$ cat src/core/ppg_defs.svh
// Purpose: constants for the processor power-good sequencer
// Assumes: bus clock of 250 MHz (4 ns period)
// Notes: times in their own units, cycle counts derived from them except PPG_PG_LOW_MIN_CYC, given in cycles
`ifndef PPG_DEFS_SVH
`define PPG_DEFS_SVH

// clock in cycles per microsecond keeps every product inside 32 bits
`define PPG_CLK_MHZ 250
`define PPG_IGNORE_US 500
`define PPG_IGNORE_CYC (`PPG_IGNORE_US * `PPG_CLK_MHZ)
`define PPG_OK_TIMEOUT_US 13000
`define PPG_OK_TIMEOUT_CYC (`PPG_OK_TIMEOUT_US * `PPG_CLK_MHZ)
`define PPG_PG_LOW_MIN_CYC 10
`define PPG_RST_US 1000
`define PPG_RST_CYC (`PPG_RST_US * `PPG_CLK_MHZ)
`define PPG_PG_TO_RST_US 1000
`define PPG_PG_TO_RST_CYC (`PPG_PG_TO_RST_US * `PPG_CLK_MHZ)
`define PPG_CNT_W 24

`endif

$ cat src/core/ppg_pkg.sv
// Purpose: types for the processor power-good sequencer
// Assumes: nothing
// Notes: states of the sequencer
package ppg_pkg;
    typedef enum logic [2:0] {
        PPG_OFF,
        PPG_SETTLE,
        PPG_WAIT_OK,
        PPG_PG_LOW,
        PPG_RST_HOLD,
        PPG_RUN,
        PPG_FAULT
    } ppg_state_t;
endpackage

$ cat src/core/ppg_sync_if.sv
// Purpose: carries synchronised inputs into the sequencer core
// Assumes: one clock domain
// Notes: level signals only
`timescale 1ns/1ps
`default_nettype none
interface ppg_sync_if #(parameter int N_REG = 2);
    logic [N_REG-1:0] regulator_module_good;
    logic cartridge_regulator_ok;
    logic core_supply_in_range;
    modport sync_mp (output regulator_module_good, cartridge_regulator_ok,
        core_supply_in_range);
    modport core_mp (input regulator_module_good, cartridge_regulator_ok,
        core_supply_in_range);
endinterface
`default_nettype wire

$ cat src/core/ppg_sync.sv
// Purpose: two-stage synchroniser for all power status inputs
// Assumes: inputs are slow levels
// Notes: first stage is read only by the second
`timescale 1ns/1ps
`default_nettype none
module ppg_sync #(
    parameter int N_REG = 2
) (
    // clock and reset
    input wire logic clk_i,
    input wire logic rst_n_i,
    // raw status
    input wire logic [N_REG-1:0] regulator_module_good_i,
    input wire logic cartridge_regulator_ok_i,
    input wire logic core_supply_in_range_i,
    // synchronised levels
    ppg_sync_if.sync_mp sy
);
    typedef struct packed {
        logic [N_REG+1:0] s1;
        logic [N_REG+1:0] s2;
    } ppg_sync_st_t;

    ppg_sync_st_t st_r;
    ppg_sync_st_t st_nxt;

    // shift raw levels through two stages
    always_comb
    begin
        st_nxt = st_r;
        st_nxt.s1 = {regulator_module_good_i, cartridge_regulator_ok_i,
            core_supply_in_range_i};
        st_nxt.s2 = st_r.s1;
    end

    // state register
    always_ff @(posedge clk_i or negedge rst_n_i)
    begin
        if (!rst_n_i)
            st_r <= '0;
        else
            st_r <= st_nxt;
    end

    // present second-stage outputs
    assign sy.regulator_module_good = st_r.s2[N_REG+1:2];
    assign sy.cartridge_regulator_ok = st_r.s2[1];
    assign sy.core_supply_in_range = st_r.s2[0];
endmodule
`default_nettype wire

$ cat src/core/ppg_seq.sv
// Purpose: combine supply status into processor power-ok and time reset
// Assumes: inputs synchronous or slow; one 250 MHz bus clock
// Notes: a core supply or module good drop restarts the whole sequence; a cartridge ok drop does so from the low phase on
// Function
// - power-ok stays low whenever the core supply is not valid.
// - the cartridge regulator ok input is ignored for 0.5 ms after supply.
// - reset is released only after power-ok has been valid for an interval.
// - power-ok, once dropped, stays low for at least 10 bus clocks.
// - the active-low processor reset is held for at least 1 ms each time.
// - power-ok combines all regulator module goods and the cartridge ok.
`timescale 1ns/1ps
`default_nettype none
`include "ppg_defs.svh"
module ppg_seq #(
    parameter int N_REG = 2,
    parameter int IGNORE_CYC = `PPG_IGNORE_CYC,
    parameter int OK_TIMEOUT_CYC = `PPG_OK_TIMEOUT_CYC,
    parameter int RST_CYC = `PPG_RST_CYC,
    parameter int PG_TO_RST_CYC = `PPG_PG_TO_RST_CYC
) (
    // clock and reset
    input wire logic clk_i,
    input wire logic rst_n_i,
    // supply status
    input wire logic [N_REG-1:0] regulator_module_good_i,
    input wire logic cartridge_regulator_ok_i,
    input wire logic core_supply_in_range_i,
    // processor pins
    output logic processor_power_ok_o,
    output logic processor_reset_n_o,
    // status
    output logic ok_timeout_o
);
    localparam logic [`PPG_CNT_W-1:0] PG_LOW_MIN =
        `PPG_CNT_W'(`PPG_PG_LOW_MIN_CYC);

    typedef struct packed {
        ppg_pkg::ppg_state_t st;
        logic [`PPG_CNT_W-1:0] cnt;
        logic [`PPG_CNT_W-1:0] low_cnt;
        logic pg;
        logic rst_n;
        logic tmo;
    } ppg_seq_st_t;

    ppg_seq_st_t s_r;
    ppg_seq_st_t s_nxt;
    logic [1:0] rsync_r;
    logic srst_n;
    logic supply_ok;
    logic all_good;

    ppg_sync_if #(.N_REG(N_REG)) sy ();

    // counter limit test shared by the settle, wait-ok and reset-hold states
    function automatic logic reached(input logic [`PPG_CNT_W-1:0] c,
        input int lim);
        reached = (c >= `PPG_CNT_W'(lim - 1));
    endfunction

    ////////////////////////////////////////////////////////////////////////
    // reset release through two flip-flops
    always_ff @(posedge clk_i or negedge rst_n_i)
    begin
        if (!rst_n_i)
            rsync_r <= 2'h0;
        else
            rsync_r <= {rsync_r[0], 1'h1};
    end
    assign srst_n = rsync_r[1];

    // input synchroniser
    ppg_sync #(.N_REG(N_REG)) u_sync (
        .clk_i(clk_i),
        .rst_n_i(srst_n),
        .regulator_module_good_i(regulator_module_good_i),
        .cartridge_regulator_ok_i(cartridge_regulator_ok_i),
        .core_supply_in_range_i(core_supply_in_range_i),
        .sy(sy)
    );

    ////////////////////////////////////////////////////////////////////////
    // supply valid needs core supply and every module good
    assign supply_ok = sy.core_supply_in_range & (&sy.regulator_module_good);
    assign all_good = supply_ok & sy.cartridge_regulator_ok;

    // sequencer next state
    always_comb
    begin
        s_nxt = s_r;
        s_nxt.cnt = s_r.cnt + `PPG_CNT_W'(1);
        // low-time counter runs while power-ok is low
        if (s_r.pg)
            s_nxt.low_cnt = '0;
        else if (s_r.low_cnt != PG_LOW_MIN)
            s_nxt.low_cnt = s_r.low_cnt + `PPG_CNT_W'(1);
        case (s_r.st)
            ppg_pkg::PPG_OFF:
            begin
                s_nxt.cnt = '0;
                if (supply_ok)
                    s_nxt.st = ppg_pkg::PPG_SETTLE;
            end
            ppg_pkg::PPG_SETTLE:
            begin
                // ok input not trusted yet
                if (reached(s_r.cnt, IGNORE_CYC))
                begin
                    s_nxt.st = ppg_pkg::PPG_WAIT_OK;
                    s_nxt.cnt = '0;
                end
            end
            ppg_pkg::PPG_WAIT_OK:
            begin
                // timeout no shorter than the 13 ms limit
                if (sy.cartridge_regulator_ok)
                begin
                    s_nxt.st = ppg_pkg::PPG_PG_LOW;
                    s_nxt.cnt = '0;
                end
                else if (reached(s_r.cnt, OK_TIMEOUT_CYC))
                begin
                    s_nxt.st = ppg_pkg::PPG_FAULT;
                    s_nxt.tmo = 1'h1;
                end
            end
            ppg_pkg::PPG_PG_LOW:
            begin
                // minimum low width before raising power-ok
                if (s_r.low_cnt == PG_LOW_MIN)
                begin
                    s_nxt.st = ppg_pkg::PPG_RST_HOLD;
                    s_nxt.pg = 1'h1;
                    s_nxt.cnt = '0;
                end
            end
            ppg_pkg::PPG_RST_HOLD:
            begin
                // reset low for pg delay and at least 1 ms
                if (reached(s_r.cnt, PG_TO_RST_CYC) &&
                    reached(s_r.cnt, RST_CYC))
                begin
                    s_nxt.st = ppg_pkg::PPG_RUN;
                    s_nxt.rst_n = 1'h1;
                end
            end
            ppg_pkg::PPG_RUN:
                s_nxt.cnt = '0;
            ppg_pkg::PPG_FAULT:
                s_nxt.cnt = '0;
            default:
                s_nxt.st = ppg_pkg::PPG_OFF;
        endcase
        // a core supply or module good drop restarts everything
        // a cartridge ok drop in the low phase must not let power-ok rise
        if (!supply_ok ||
            ((s_r.pg || s_r.st == ppg_pkg::PPG_PG_LOW) && !all_good))
        begin
            s_nxt.st = ppg_pkg::PPG_OFF;
            s_nxt.pg = 1'h0;
            s_nxt.rst_n = 1'h0;
            s_nxt.cnt = '0;
            s_nxt.tmo = 1'h0;
        end
    end

    // state register
    always_ff @(posedge clk_i or negedge srst_n)
    begin
        if (!srst_n)
        begin
            s_r.st <= ppg_pkg::PPG_OFF;
            s_r.cnt <= '0;
            s_r.low_cnt <= '0;
            s_r.pg <= 1'h0;
            s_r.rst_n <= 1'h0;
            s_r.tmo <= 1'h0;
        end
        else
            s_r <= s_nxt;
    end

    assign processor_power_ok_o = s_r.pg;
    assign processor_reset_n_o = s_r.rst_n;
    assign ok_timeout_o = s_r.tmo;

    ////////////////////////////////////////////////////////////////////////
    // checks
    int unsigned rst_low_cnt;
    always_ff @(posedge clk_i or negedge srst_n)
    begin
        if (!srst_n)
            rst_low_cnt <= 0;
        else if (s_r.rst_n)
            rst_low_cnt <= 0;
        else
            rst_low_cnt <= rst_low_cnt + 1;
    end

    // cycles spent in settle, for the ignore-window check
    int unsigned settle_cnt;
    always_ff @(posedge clk_i or negedge srst_n)
    begin
        if (!srst_n)
            settle_cnt <= 0;
        else if (s_r.st == ppg_pkg::PPG_SETTLE)
            settle_cnt <= settle_cnt + 1;
        else
            settle_cnt <= 0;
    end
endmodule
`default_nettype wire

$ cat config.mk
export PLATFORM = sky130hd
export DESIGN_NAME = ppg_seq
export DESIGN_NICKNAME = d
export VERILOG_FILES = /design/src/core/ppg_pkg.sv /design/src/core/ppg_sync_if.sv /design/src/core/ppg_sync.sv /design/src/core/ppg_seq.sv
export VERILOG_INCLUDE_DIRS = /design/src /design/src/core
export SDC_FILE = /design/constraint.sdc
export NUM_CORES = 1
export LEC_CHECK = 0
export ABC_AREA = 1
export ABC_CLOCK_PERIOD_IN_PS = 1740
export BUFFER_PORTS_ARGS = -buffer_cell sky130_fd_sc_hd__buf_2
export CAP_MARGIN = 20
export CORE_ASPECT_RATIO = 0.9
export CORE_MARGIN = 1
export CORE_UTILIZATION = 55
export DETAILED_ROUTE_END_ITERATION = 16
export HOLD_SLACK_MARGIN = 0.03
export PLACE_DENSITY = 0.74
export SLEW_MARGIN = 20
export SYNTH_ARGS = -nofsm -noshare
export SYNTH_HDL_FRONTEND = slang
export SYNTH_SLANG_ARGS = --single-unit
$ cat constraint.sdc
create_clock -name clk_i -period 1.74 [get_ports clk_i]
set_input_delay 0.087 -clock clk_i [delete_from_list [all_inputs] [get_ports clk_i]]
set_output_delay 0.087 -clock clk_i [all_outputs]
set_load 0.02 [all_outputs]
After elaboration in Yosys (flattened, before gate mapping)
Index checks and enable logic that the tools add are counted.

Bits in registers: 64. Bits in latches: 0. Memory bits (writable): 0. Bits in read-only memories: 0. Bits of input ports: 6. Output and inout port bits: 3. Word-level logic and storage cells: 71. Memories kept: 0.

Add/sub/neg operators: 2. Multipliers: 0. Div/mod/pow operators: 0. Magnitude comparators: 3. Equal/unequal tests: 15. Shift operators: 0. Muxes and demuxes: 20. Bitwise logic cells: 2. Reduce and logical (&&, ||, !) cells: 20.

Operator list (number): case mux 24 bit (4 select lines) (1); 2-to-1 mux 27 bit (3); 2-to-1 mux 24 bit (3); adder 24 x 1 -> 24 bit, second input constant (2); equality test 24 x 4 -> 1 bit, second input constant (1); >= comparator 24 x 17 -> 1 bit, second input constant (1); >= comparator 24 x 18 -> 1 bit, second input constant (1); >= comparator 24 x 22 -> 1 bit, second input constant (1); inequality test 24 x 4 -> 1 bit, second input constant (1); case mux 3 bit (6 select lines) (1); 2-to-1 mux 3 bit (5); nonzero test 2 bit (7); equality test 3 bit, second input constant (3); inequality test 3 bit, second input constant (3); 2-to-1 mux 1 bit (7); equality test 3 x 2 -> 1 bit, second input constant (2); AND reduction 2 bit (3); AND reduction 6 bit (1); inequality test 4 x 3 -> 1 bit, second input constant (1); equality test 3 x 1 -> 1 bit, second input constant (1); logical NOT 3 bit (1); inequality test 3 x 2 -> 1 bit, second input constant (1); AND reduction 3 bit (1); OR reduction 3 bit (1); other kinds (7) (10).

Longest topological paths before layout
Gate-level depths: netlist of run 1.

Depth in word-level cells: 8. Mapped depth: 11. Gate-level depth less buffers: 11.

Hierarchy
Synthesis of run 1 repeated with hierarchy kept, for this count alone.

Cell total of the unflattened synthesis: 490. Area total of the unflattened synthesis: 3691.0 um2.

By module, submodules not included: ppg_seq (times used 1, cells an instance 482, area each 3490.8 um2, seq. area each 1401.3 um2); ppg_sync (times used 1, cells an instance 8, area each 200.2 um2, seq. area each 200.2 um2).

Worst setup path after synthesis of run 1
OpenSTA, ideal clock, no wires.

Kind: reg-to-reg. Start: register s_r[3] (netlist bit). End: register s_r[49] (netlist bit). Library setup time: 0.130 ns. Arrival time: 1.433 ns. Data required time: 1.610 ns. Slack: 0.178 ns. Cell stages (with the launch flop): 11. Buffers on the path: 1. Clock period less this slack: 1.562 ns. Cells stage by stage: dfrtp_1 inv_1 ha_1 nand3_1 nor2_1 nand3_1 a21oi_1 nand2_2 nand2_2 buf_6 nor3_2.

RTL lines: from (decl) (RTL line ppg_seq.sv:46) `ppg_seq_st_t s_r;`; from (signal assigned) (RTL line ppg_seq.sv:180) `s_r <= s_nxt;`.

==> results.tsv, run 1 <==
metric	value	unit
I/O pins	9	
CTS Sinks	64	
DR vias	3387	
Std-Cell Core Area	6250	µm²
TritonCTS clock tree	built	
ant diodes	0	
top cells by area, synth	dfrtp_1 44%, nand2_1 9.9%, nor2_1 8.3%	
gpl congestion	0.9020	
Max Root-Sink Buffers	2	
WHS	59.50	ps
vias in the first global route	2999	
clk slew on worst S/H paths	70	ps
Final Hold Fails	0	
GRT Overall Usage	25.56	%
first-pass GRT wire length	13630	µm
P_leak	2.218	nW
crit path max fanout	6	
routed wire length	8435	µm
GRT overflow	0	
DR pass1 iterations	5	
nets@finish	549	
pwr dens	692.4	nW/µm²
Post-synth EDFFs	0	
max frequency	577.0	MHz
Seq/Total Area, Yosys	43.93	%
vias per cell	5.359	
most area-hungry cell type in the Yosys netlist	dfrtp_1	
number of DRC markers in iteration 0	284	
die height	79.24	µm
largest net degree at the start of global routing	47	
Fin Clk Skew	11.24	ps
cells after synthesis	486	
Post-DRT Antenna Nets	0	
routed len/inst	13.35	µm
number of buffers created by CTS	9	
row cnt	27	
commonest cells after routing, fill and taps aside	90 x nand2_1, 70 x nor2_1, 59 x inv_1, 58 x dfrtp_1, 39 x nand3_1	
Syn Std Cell Area	3646	µm²
WP data arrival	1960	ps
Die Wd	87.83	µm
Final Cycle Share	99.60	%
synth warn	0	
DP HPWL	5793	µm
Async SR Flop Fraction	100.0	%
Port Buffers	8	
Pins Over Slew Limit	0	
kind of critical path	flip-flop to flip-flop	
Area Growth Syn to Fin	25.05	%
Req. time, crit path	1970	ps
Final WS setup	6.915	ps
status	finished, final reports clean	
Die ar.	6959	µm²
max incr delay on CP	420	ps
Cells after DPL	599	
crit path capture type	flip-flop	
post-synth top area share	43.93	%
DR DRC count	0	
RSZ-0062 raised after global routing	yes	
syn nets	495	
max_cap viols	0	
worst path bufs/invs	2	
antenna violations before repair	0	
Root Buffer	clkbuf_8	
Yosys cell types	35	
R2R Setup Slk	7	ps
Hold Crit Class	input port to asynchronous set/reset pin	
Setup-failing EPs final	0	
worst skew pair latency	350	ps
worst slack at placement	0.8192	ps
Syn Area/Cell	7.502	µm²
fillers	493	
CP Launch Type	flip-flop	
H-tree lvl count	3	
fin cells	632	
fin crit period	1733	ps
layout cell share with drive strength beyond 1	24.95	%
critical path's top delay family	simple AND/OR/NAND/NOR gates	
initial core utilization	58.34	%
VDD IR max	0.0005551	V
most common cell after layout, fill and taps aside	nand2_1	
CP max stage cell	dfrtp_1	
Main synth FF type	dfrtp_1	
CP Cell Sequence	inv_1 > ha_2 > nand3_2 > nor2_2 > nand3_2 > a21oi_4 > nand2_4 > nand2_4 > clkbuf_16 > nor3_2	
#FFs+latches synth	64	
## Yosys cell counts, drive strengths merged, types with 2 or more instances
cell / number
nor3b: 3
o21a: 3
dfrtp: 64
nand2: 102
nand4: 9
ha: 3
nor2: 92
nor4: 4
o21ai: 20
nand3: 46
nor3: 24
a21oi: 30
inv: 65
xor2: 8
buf: 3
clkbuf: 2
## per-layer routing
layer / share of wire [%] / global-route usage (%)
met4: 1.9 / 7.213
met2: 43 / 36.12
met5: 0 / 0
met1: 49 / 38.66
met3: 6.3 / 6.133
## layout make-up
type | instances | area, µm² | share of cell area [%]
clock buffer | 11 | 141.4 | 3.101
clock inverter | 5 | 103.9 | 2.278
inverter | 65 | 244.0 | 5.351
multi-input combinational | 352 | 1953 | 42.84
sequential | 64 | 1609 | 35.29
tap | 87 | 108.9 | 2.387
timing repair buffer | 48 | 399.1 | 8.754
## state kept, by name (all words and copies together) (netlist names)
signal,count
u_sync.st_nxt,4
rsync_r,2
s_r,51
ok_timeout_o,1
u_sync.sy.regulator_module_good,2
processor_reset_n_o,1
u_sync.sy.core_supply_in_range,1
processor_power_ok_o,1
u_sync.sy.cartridge_regulator_ok,1
## repair_timing
action,4_1_cts,5_1_grt
endpoints found under the hold margin,6,0
gates cloned,0,2
buffers inserted,0,10
hold buffers,5,0
gates resized for setup,2,54
pin swaps,0,16
endpoints found under the setup margin,6,34
## per-stage QoR
| step | utilization [%] | TNS (ps) | total power [mW] | area, µm² |
|---|---|---|---|---|
| after floorplan | - | 0 | 1.568 | 3647 |
| after global placement | 63.30 | 0 | 1.592 | 3956 |
| after detailed placement | 63.30 | 0 | 1.594 | 3956 |
| after CTS | 68.13 | 0 | 3.184 | 4258 |
| after global routing | 72.95 | -2117 | 3.262 | 4559 |
| final | 72.95 | 0 | 3.157 | 4559 |
## cell families (layout without fill, tap and decap cells)
family / Yosys count / count (layout) / synth area share (%)
flip-flops: 64 / 64 / 43.93
XOR/XNOR: 8 / 8 / 1.922
buffers and inverters: 70 / 129 / 7.722
adder cells (fa/ha/maj): 3 / 3 / 1.030
other: 1 / 1 / 0.1029
AND/OR/NAND/NOR: 281 / 281 / 36.51
AO/OA/AOI/OAI: 59 / 59 / 8.786
## where the power goes
part / internal (mW) / switching (mW)
registers: 1.50 / 0.0122
logic: 0.0265 / 0.0400
clock network: 0.991 / 0.587
total: 2.52 / 0.639
## worst paths after layout
check	cells after the start	to	startpoint
worst min register to register	0	s_r[29]	rsync_r[1]
min in group clk_i	0	u_sync.sy.regulator_module_good[1]	u_sync.st_nxt[3]
worst min-delay path	2	rsync_r[0]	rst_n_i
worst max register to register	10	s_r[43]	s_r[3]
worst max-delay path	10	s_r[43]	s_r[3]
max in group asynchronous	1	s_r[34]	rsync_r[1]
Power figures use the tool's default switching activity.
==> inputs of run 2 (changes only) <==
--- a/config.mk
+++ b/config.mk
@@ -7,7 +7,7 @@
 export NUM_CORES = 1
 export LEC_CHECK = 0
 export ABC_AREA = 1
-export ABC_CLOCK_PERIOD_IN_PS = 1740
+export ABC_CLOCK_PERIOD_IN_PS = 2100
 export BUFFER_PORTS_ARGS = -buffer_cell sky130_fd_sc_hd__buf_2
 export CAP_MARGIN = 20
 export CORE_ASPECT_RATIO = 0.9
@@ -15,7 +15,7 @@
 export CORE_UTILIZATION = 55
 export DETAILED_ROUTE_END_ITERATION = 16
 export HOLD_SLACK_MARGIN = 0.03
-export PLACE_DENSITY = 0.74
+export PLACE_DENSITY = 0.72
 export SLEW_MARGIN = 20
 export SYNTH_ARGS = -nofsm -noshare
 export SYNTH_HDL_FRONTEND = slang
==> constraint.sdc (replaced) <==
create_clock -name clk_i -period 2.1 [get_ports clk_i]
set_input_delay 0.105 -clock clk_i [delete_from_list [all_inputs] [get_ports clk_i]]
set_output_delay 0.105 -clock clk_i [all_outputs]
set_load 0.02 [all_outputs]
==> results.tsv, run 2 (synthesized netlist as in run 1, its figures left out) <==
metric	value	unit	change
worst slack at placement	352.2	ps	+351.3 ps
first-pass GRT wire length	13370	µm	-1.9%
I/O pins	9		unchanged
Post-DRT Antenna Nets	0		unchanged
Final Hold Fails	0		unchanged
Root Buffer	clkbuf_8		
most common cell after layout, fill and taps aside	nand2_1		
WP data arrival	2090	ps	+130 ps
largest reg by FF count	s_r		
gpl congestion	0.8872		-1.6%
max_cap viols	0		unchanged
status	finished, final reports clean		
FF-to-FF Start	s_r[40]		
CP max stage cell	dfrtp_1		
crit path max fanout	9		+3
H-tree lvl count	3		unchanged
CP Launch Type	flip-flop		
initial core utilization	58.34	%	unchanged
row cnt	27		unchanged
Setup-failing EPs final	0		unchanged
nets@finish	519		-5.5%
DP HPWL	5822	µm	+0.50%
TritonCTS clock tree	built		
clk slew on worst S/H paths	70	ps	about the same
Register Area	1603	µm²	-0.39%
critical path's top delay family	simple AND/OR/NAND/NOR gates		
R2R Setup Slk	290	ps	+290 ps
GRT Overall Usage	25.29	%	-0.27 points
ant diodes	0		unchanged
total setup buffers inserted after CTS	0		unchanged
Reg2Reg Capture Point	s_r[52]		
Pins Over Slew Limit	0		unchanged
P_leak	1.949	nW	-12%
RSZ-0062 raised after global routing	no		
antenna violations before repair	0		unchanged
Area Growth Syn to Fin	11.81	%	
area of the multi-input gates	1763	µm²	-9.7%
routed len/inst	12.78	µm	-4.3%
layout cell share with drive strength beyond 1	12.23	%	-13 points
DR vias	3197		-5.6%
worst path bufs/invs	2		unchanged
pwr dens	585.7	nW/µm²	-15%
Port Buffers	8		unchanged
most frequent CP cell	nand2_1		
setup TNS	0	ps	unchanged
DR pass1 iterations	5		unchanged
Std-Cell Core Area	6250	µm²	unchanged
max frequency	553.2	MHz	-4.1%
fin crit period	1808	ps	+74.62 ps
routed wire length	7691	µm	-8.8%
CTS resizes	0		-2
Fin Clk Skew	12.48	ps	+1.239 ps
DR DRC count	0		unchanged
Max Root-Sink Buffers	2		unchanged
crit path capture type	flip-flop		
Final WS setup	292.3	ps	+285.4 ps
vias per cell	5.311		-0.91%
fillers	544		+10%
Hold Crit Class	input port to asynchronous set/reset pin		
kind of critical path	flip-flop to flip-flop		
commonest cells after routing, fill and taps aside	96 x nand2_1, 81 x nor2_1, 63 x inv_1, 63 x dfrtp_1, 43 x nand3_1		
largest net degree at the start of global routing	34		-28%
GRT overflow	0		unchanged
Largest register FFs	51		unchanged
Levels on crit path	10		unchanged
Req. time, crit path	2380	ps	+410 ps
CTS Sinks	64		unchanged
VDD IR max	0.0005120	V	-7.8%
reg2reg path depth	10		unchanged
WHS	72.35	ps	+12.86 ps
CP Cell Sequence	inv_1 > nor2_1 > inv_1 > nand2_1 > nand2_1 > nand4_1 > nand3_1 > nor2_1 > nand3_1 > nand2_1		
Final Cycle Share	86.08	%	-14 points
Die ar.	6959	µm²	unchanged
number of DRC markers in iteration 0	227		-20%
number of buffers created by CTS	9		unchanged
vias in the first global route	3001		+0.067%
Die Wd	87.83	µm	unchanged
die height	79.24	µm	unchanged
worst skew pair latency	350	ps	about the same
max incr delay on CP	500	ps	+80 ps
==> run 2: area by class of cell <==
type | count | area share (%)
multi-input combinational | 352 | 43.25
clock inverter | 6 | 1.657
clock buffer | 10 | 3.376
inverter | 65 | 5.985
sequential | 64 | 39.32
timing repair buffer | 18 | 3.745
tap | 87 | 2.670
==> run 2: worst reg2reg max path: stages (launching register included) <==
cell	delay, ps
dfrtp_1	500
inv_1	130
nor2_1	250
inv_1	90
nand2_1	70
nand2_1	60
nand4_1	160
nand3_1	100
nor2_1	200
nand3_1	110
nand2_1	80
==> run 2: stage by stage <==
step                      area [µm²]  cells  utilization [%]  power (mW)
after global routing            4076    602            65.23       2.473
after global placement          3821    581            61.14       1.321
after CTS                       4076    602            65.23       2.427
after floorplan                 3646    486                -       1.299
after detailed placement        3821    581            61.14       1.323
final                           4076    602            65.23       2.388
==> run 2: where the power goes <==
part | internal (mW) | leakage (nW) | switching [mW]
Combinational | 0.0197 | 0.990 | 0.0350
Sequential | 1.24 | 0.859 | 0.00564
Clock | 0.584 | 0.0989 | 0.501
==> run 2: per-layer routing <==
layer	routed length, µm	track usage [%]	vias to the layer above	part of all wire [%]
met3	410	5.717	11	5.3
met5	0	0	-	0
li1	-	-	1622	-
met2	3296	37.36	85	43
met1	3861	35.79	1479	50
met4	123	10.16	0	1.6
==> run 2: worst max path at each step <==
stage | from | end | slack (ps)
floorplan | rsync_r[1] | ok_timeout_o | 190
global placement | s_r[3] | s_r[29] | 380
detailed placement | s_r[4] | s_r[17] | 350
CTS | s_r[4] | s_r[17] | 340
global route | s_r[3] | s_r[17] | 100
finish | s_r[40] | s_r[52] | 290
==> run 2: timing repair <==
item	4_1_cts	5_1_grt
endpoints found under the hold margin	6	0
hold buffers	5	0
setup endpoints to repair	0	0
==> inputs of run 3 (changes only) <==
--- a/config.mk
+++ b/config.mk
@@ -16,6 +16,7 @@
 export DETAILED_ROUTE_END_ITERATION = 16
 export HOLD_SLACK_MARGIN = 0.03
 export PLACE_DENSITY = 0.72
+export SETUP_SLACK_MARGIN = 0.5
 export SLEW_MARGIN = 20
 export SYNTH_ARGS = -nofsm -noshare
 export SYNTH_HDL_FRONTEND = slang
==> results.tsv, run 3 (synthesized netlist as in run 1, its figures left out) <==
metric	value	unit	change
worst path bufs/invs	3		+1
setup TNS	0	ps	unchanged
VDD IR max	0.0004630	V	-9.6%
GRT overflow	0		unchanged
nets@finish	556		+7.1%
WHS	74.26	ps	+1.908 ps
Port Buffers	8		unchanged
vias per cell	5.496		+3.5%
antenna violations before repair	0		unchanged
Area Growth Syn to Fin	27.38	%	
initial core utilization	58.34	%	unchanged
max frequency	558.6	MHz	+0.98%
DR pass1 iterations	4		-1
Post-DRT Antenna Nets	0		unchanged
most frequent CP cell	inv_1		
crit path capture type	flip-flop		
most common cell after layout, fill and taps aside	nand2_1		
RSZ-0062 raised after global routing	yes		
row cnt	27		unchanged
vias in the first global route	3120		+4.0%
Die ar.	6959	µm²	unchanged
DR DRC count	0		unchanged
max_cap viols	0		unchanged
gpl congestion	0.9309		+4.9%
I/O pins	9		unchanged
DP HPWL	5768	µm	-0.93%
WP data arrival	2040	ps	-50 ps
H-tree lvl count	3		unchanged
number of DRC markers in iteration 0	222		-2.2%
Largest register FFs	51		unchanged
Max Root-Sink Buffers	2		unchanged
critical path's top delay family	simple AND/OR/NAND/NOR gates		
TritonCTS clock tree	built		
Die Wd	87.83	µm	unchanged
CP Launch Type	flip-flop		
crit path max fanout	11		+2
number of buffers created by CTS	9		unchanged
CTS Sinks	64		unchanged
kind of critical path	flip-flop to flip-flop		
routed len/inst	14.62	µm	+14%
die height	79.24	µm	unchanged
ant diodes	0		unchanged
fillers	459		-16%
status	finished, final reports clean		
DR vias	3512		+9.9%
Pins Over Slew Limit	0		unchanged
pwr dens	485.1	nW/µm²	-17%
Setup-failing EPs final	0		unchanged
CP max stage cell	dfrtp_2		
Req. time, crit path	2350	ps	-30 ps
first-pass GRT wire length	14390	µm	+7.6%
CP Cell Sequence	inv_1 > nand3_1 > nor2_2 > inv_1 > nand2_1 > a21oi_2 > nand2_2 > nand2_4 > buf_12 > nor3b_1		
P_leak	2.233	nW	+15%
Final Cycle Share	85.25	%	-0.83 points
layout cell share with drive strength beyond 1	30.43	%	+18 points
Hold Crit Class	input port to asynchronous set/reset pin		
clk slew on worst S/H paths	80	ps	about the same
largest reg by FF count	s_r		
largest net degree at the start of global routing	25		-26%
worst skew pair latency	340	ps	about the same
fin crit period	1790	ps	-17.50 ps
commonest cells after routing, fill and taps aside	88 x nand2_1, 66 x nor2_1, 58 x inv_1, 51 x dfrtp_1, 37 x buf_4		
Final Hold Fails	0		unchanged
Std-Cell Core Area	6250	µm²	unchanged
Fin Clk Skew	14.06	ps	+1.587 ps
routed wire length	9345	µm	+22%
max incr delay on CP	440	ps	-60 ps
GRT Overall Usage	27.14	%	+1.8 points
Root Buffer	clkbuf_8		
-- run 3: cell type report --
type / instances / area [µm²] / share of cell area, %
clock buffers: 10 / 127.6 / 2.748
clock inverters: 6 / 46.29 / 0.9968
inverters: 65 / 246.5 / 5.307
multi-input cells: 352 / 2048 / 44.10
flip-flops and latches: 64 / 1618 / 34.83
well taps: 87 / 108.9 / 2.344
repair buffers: 55 / 449.2 / 9.671
-- run 3: path summary, 6_finish.rpt --
check                                  from                                 end  slack [ps]  cells after the start
setup / recovery                    s_r[53]                             s_r[29]         310                     10
hold / removal                      rst_n_i                          rsync_r[1]          70                      2
setup reg to reg                    s_r[53]                             s_r[29]         310                     10
hold reg to reg                  rsync_r[1]                             s_r[52]         110                      0
max in group asynchronous        rsync_r[1]                processor_power_ok_o        1410                      1
min in group clk_i         u_sync.st_nxt[2]  u_sync.sy.regulator_module_good[0]         350                      0
-- run 3: what timing repair did --
action	4_1_cts	5_1_grt
gates cloned	1	0
pin swaps	20	25
setup buffers	13	22
hold buffers	5	0
resized for setup	38	52
hold endpoints to repair	6	0
setup endpoints to repair	35	48
-- run 3: metrics by stage --
stage	worst slack, ps	cells	utilization (%)	power (mW)	area [µm²]
after global routing	153.3	639	74.31	2.323	4644
after global placement	382.5	582	61.06	1.319	3816
final	309.8	639	74.31	2.253	4644
after detailed placement	346.2	582	61.06	1.321	3816
after CTS	396.5	617	68.71	2.271	4294
after floorplan	537.7	486	-	1.299	3647
-- run 3: metal layers --
layer	track usage, %	vias to the layer above	wire, µm
met5	0	-	0
li1	-	1695	-
met3	5.509	21	555
met1	38.41	1649	4217
met4	9.016	0	181
met2	41.47	147	4391
-- run 3: power breakdown --
group / leakage [nW] / total [mW] / switching [mW] / internal, mW
combinational: 1.31 / 0.0615 / 0.0390 / 0.0225
sequential: 0.841 / 1.25 / 0.00658 / 1.24
clock: 0.0829 / 0.943 / 0.508 / 0.434
total: 2.23 / 2.25 / 0.554 / 1.70
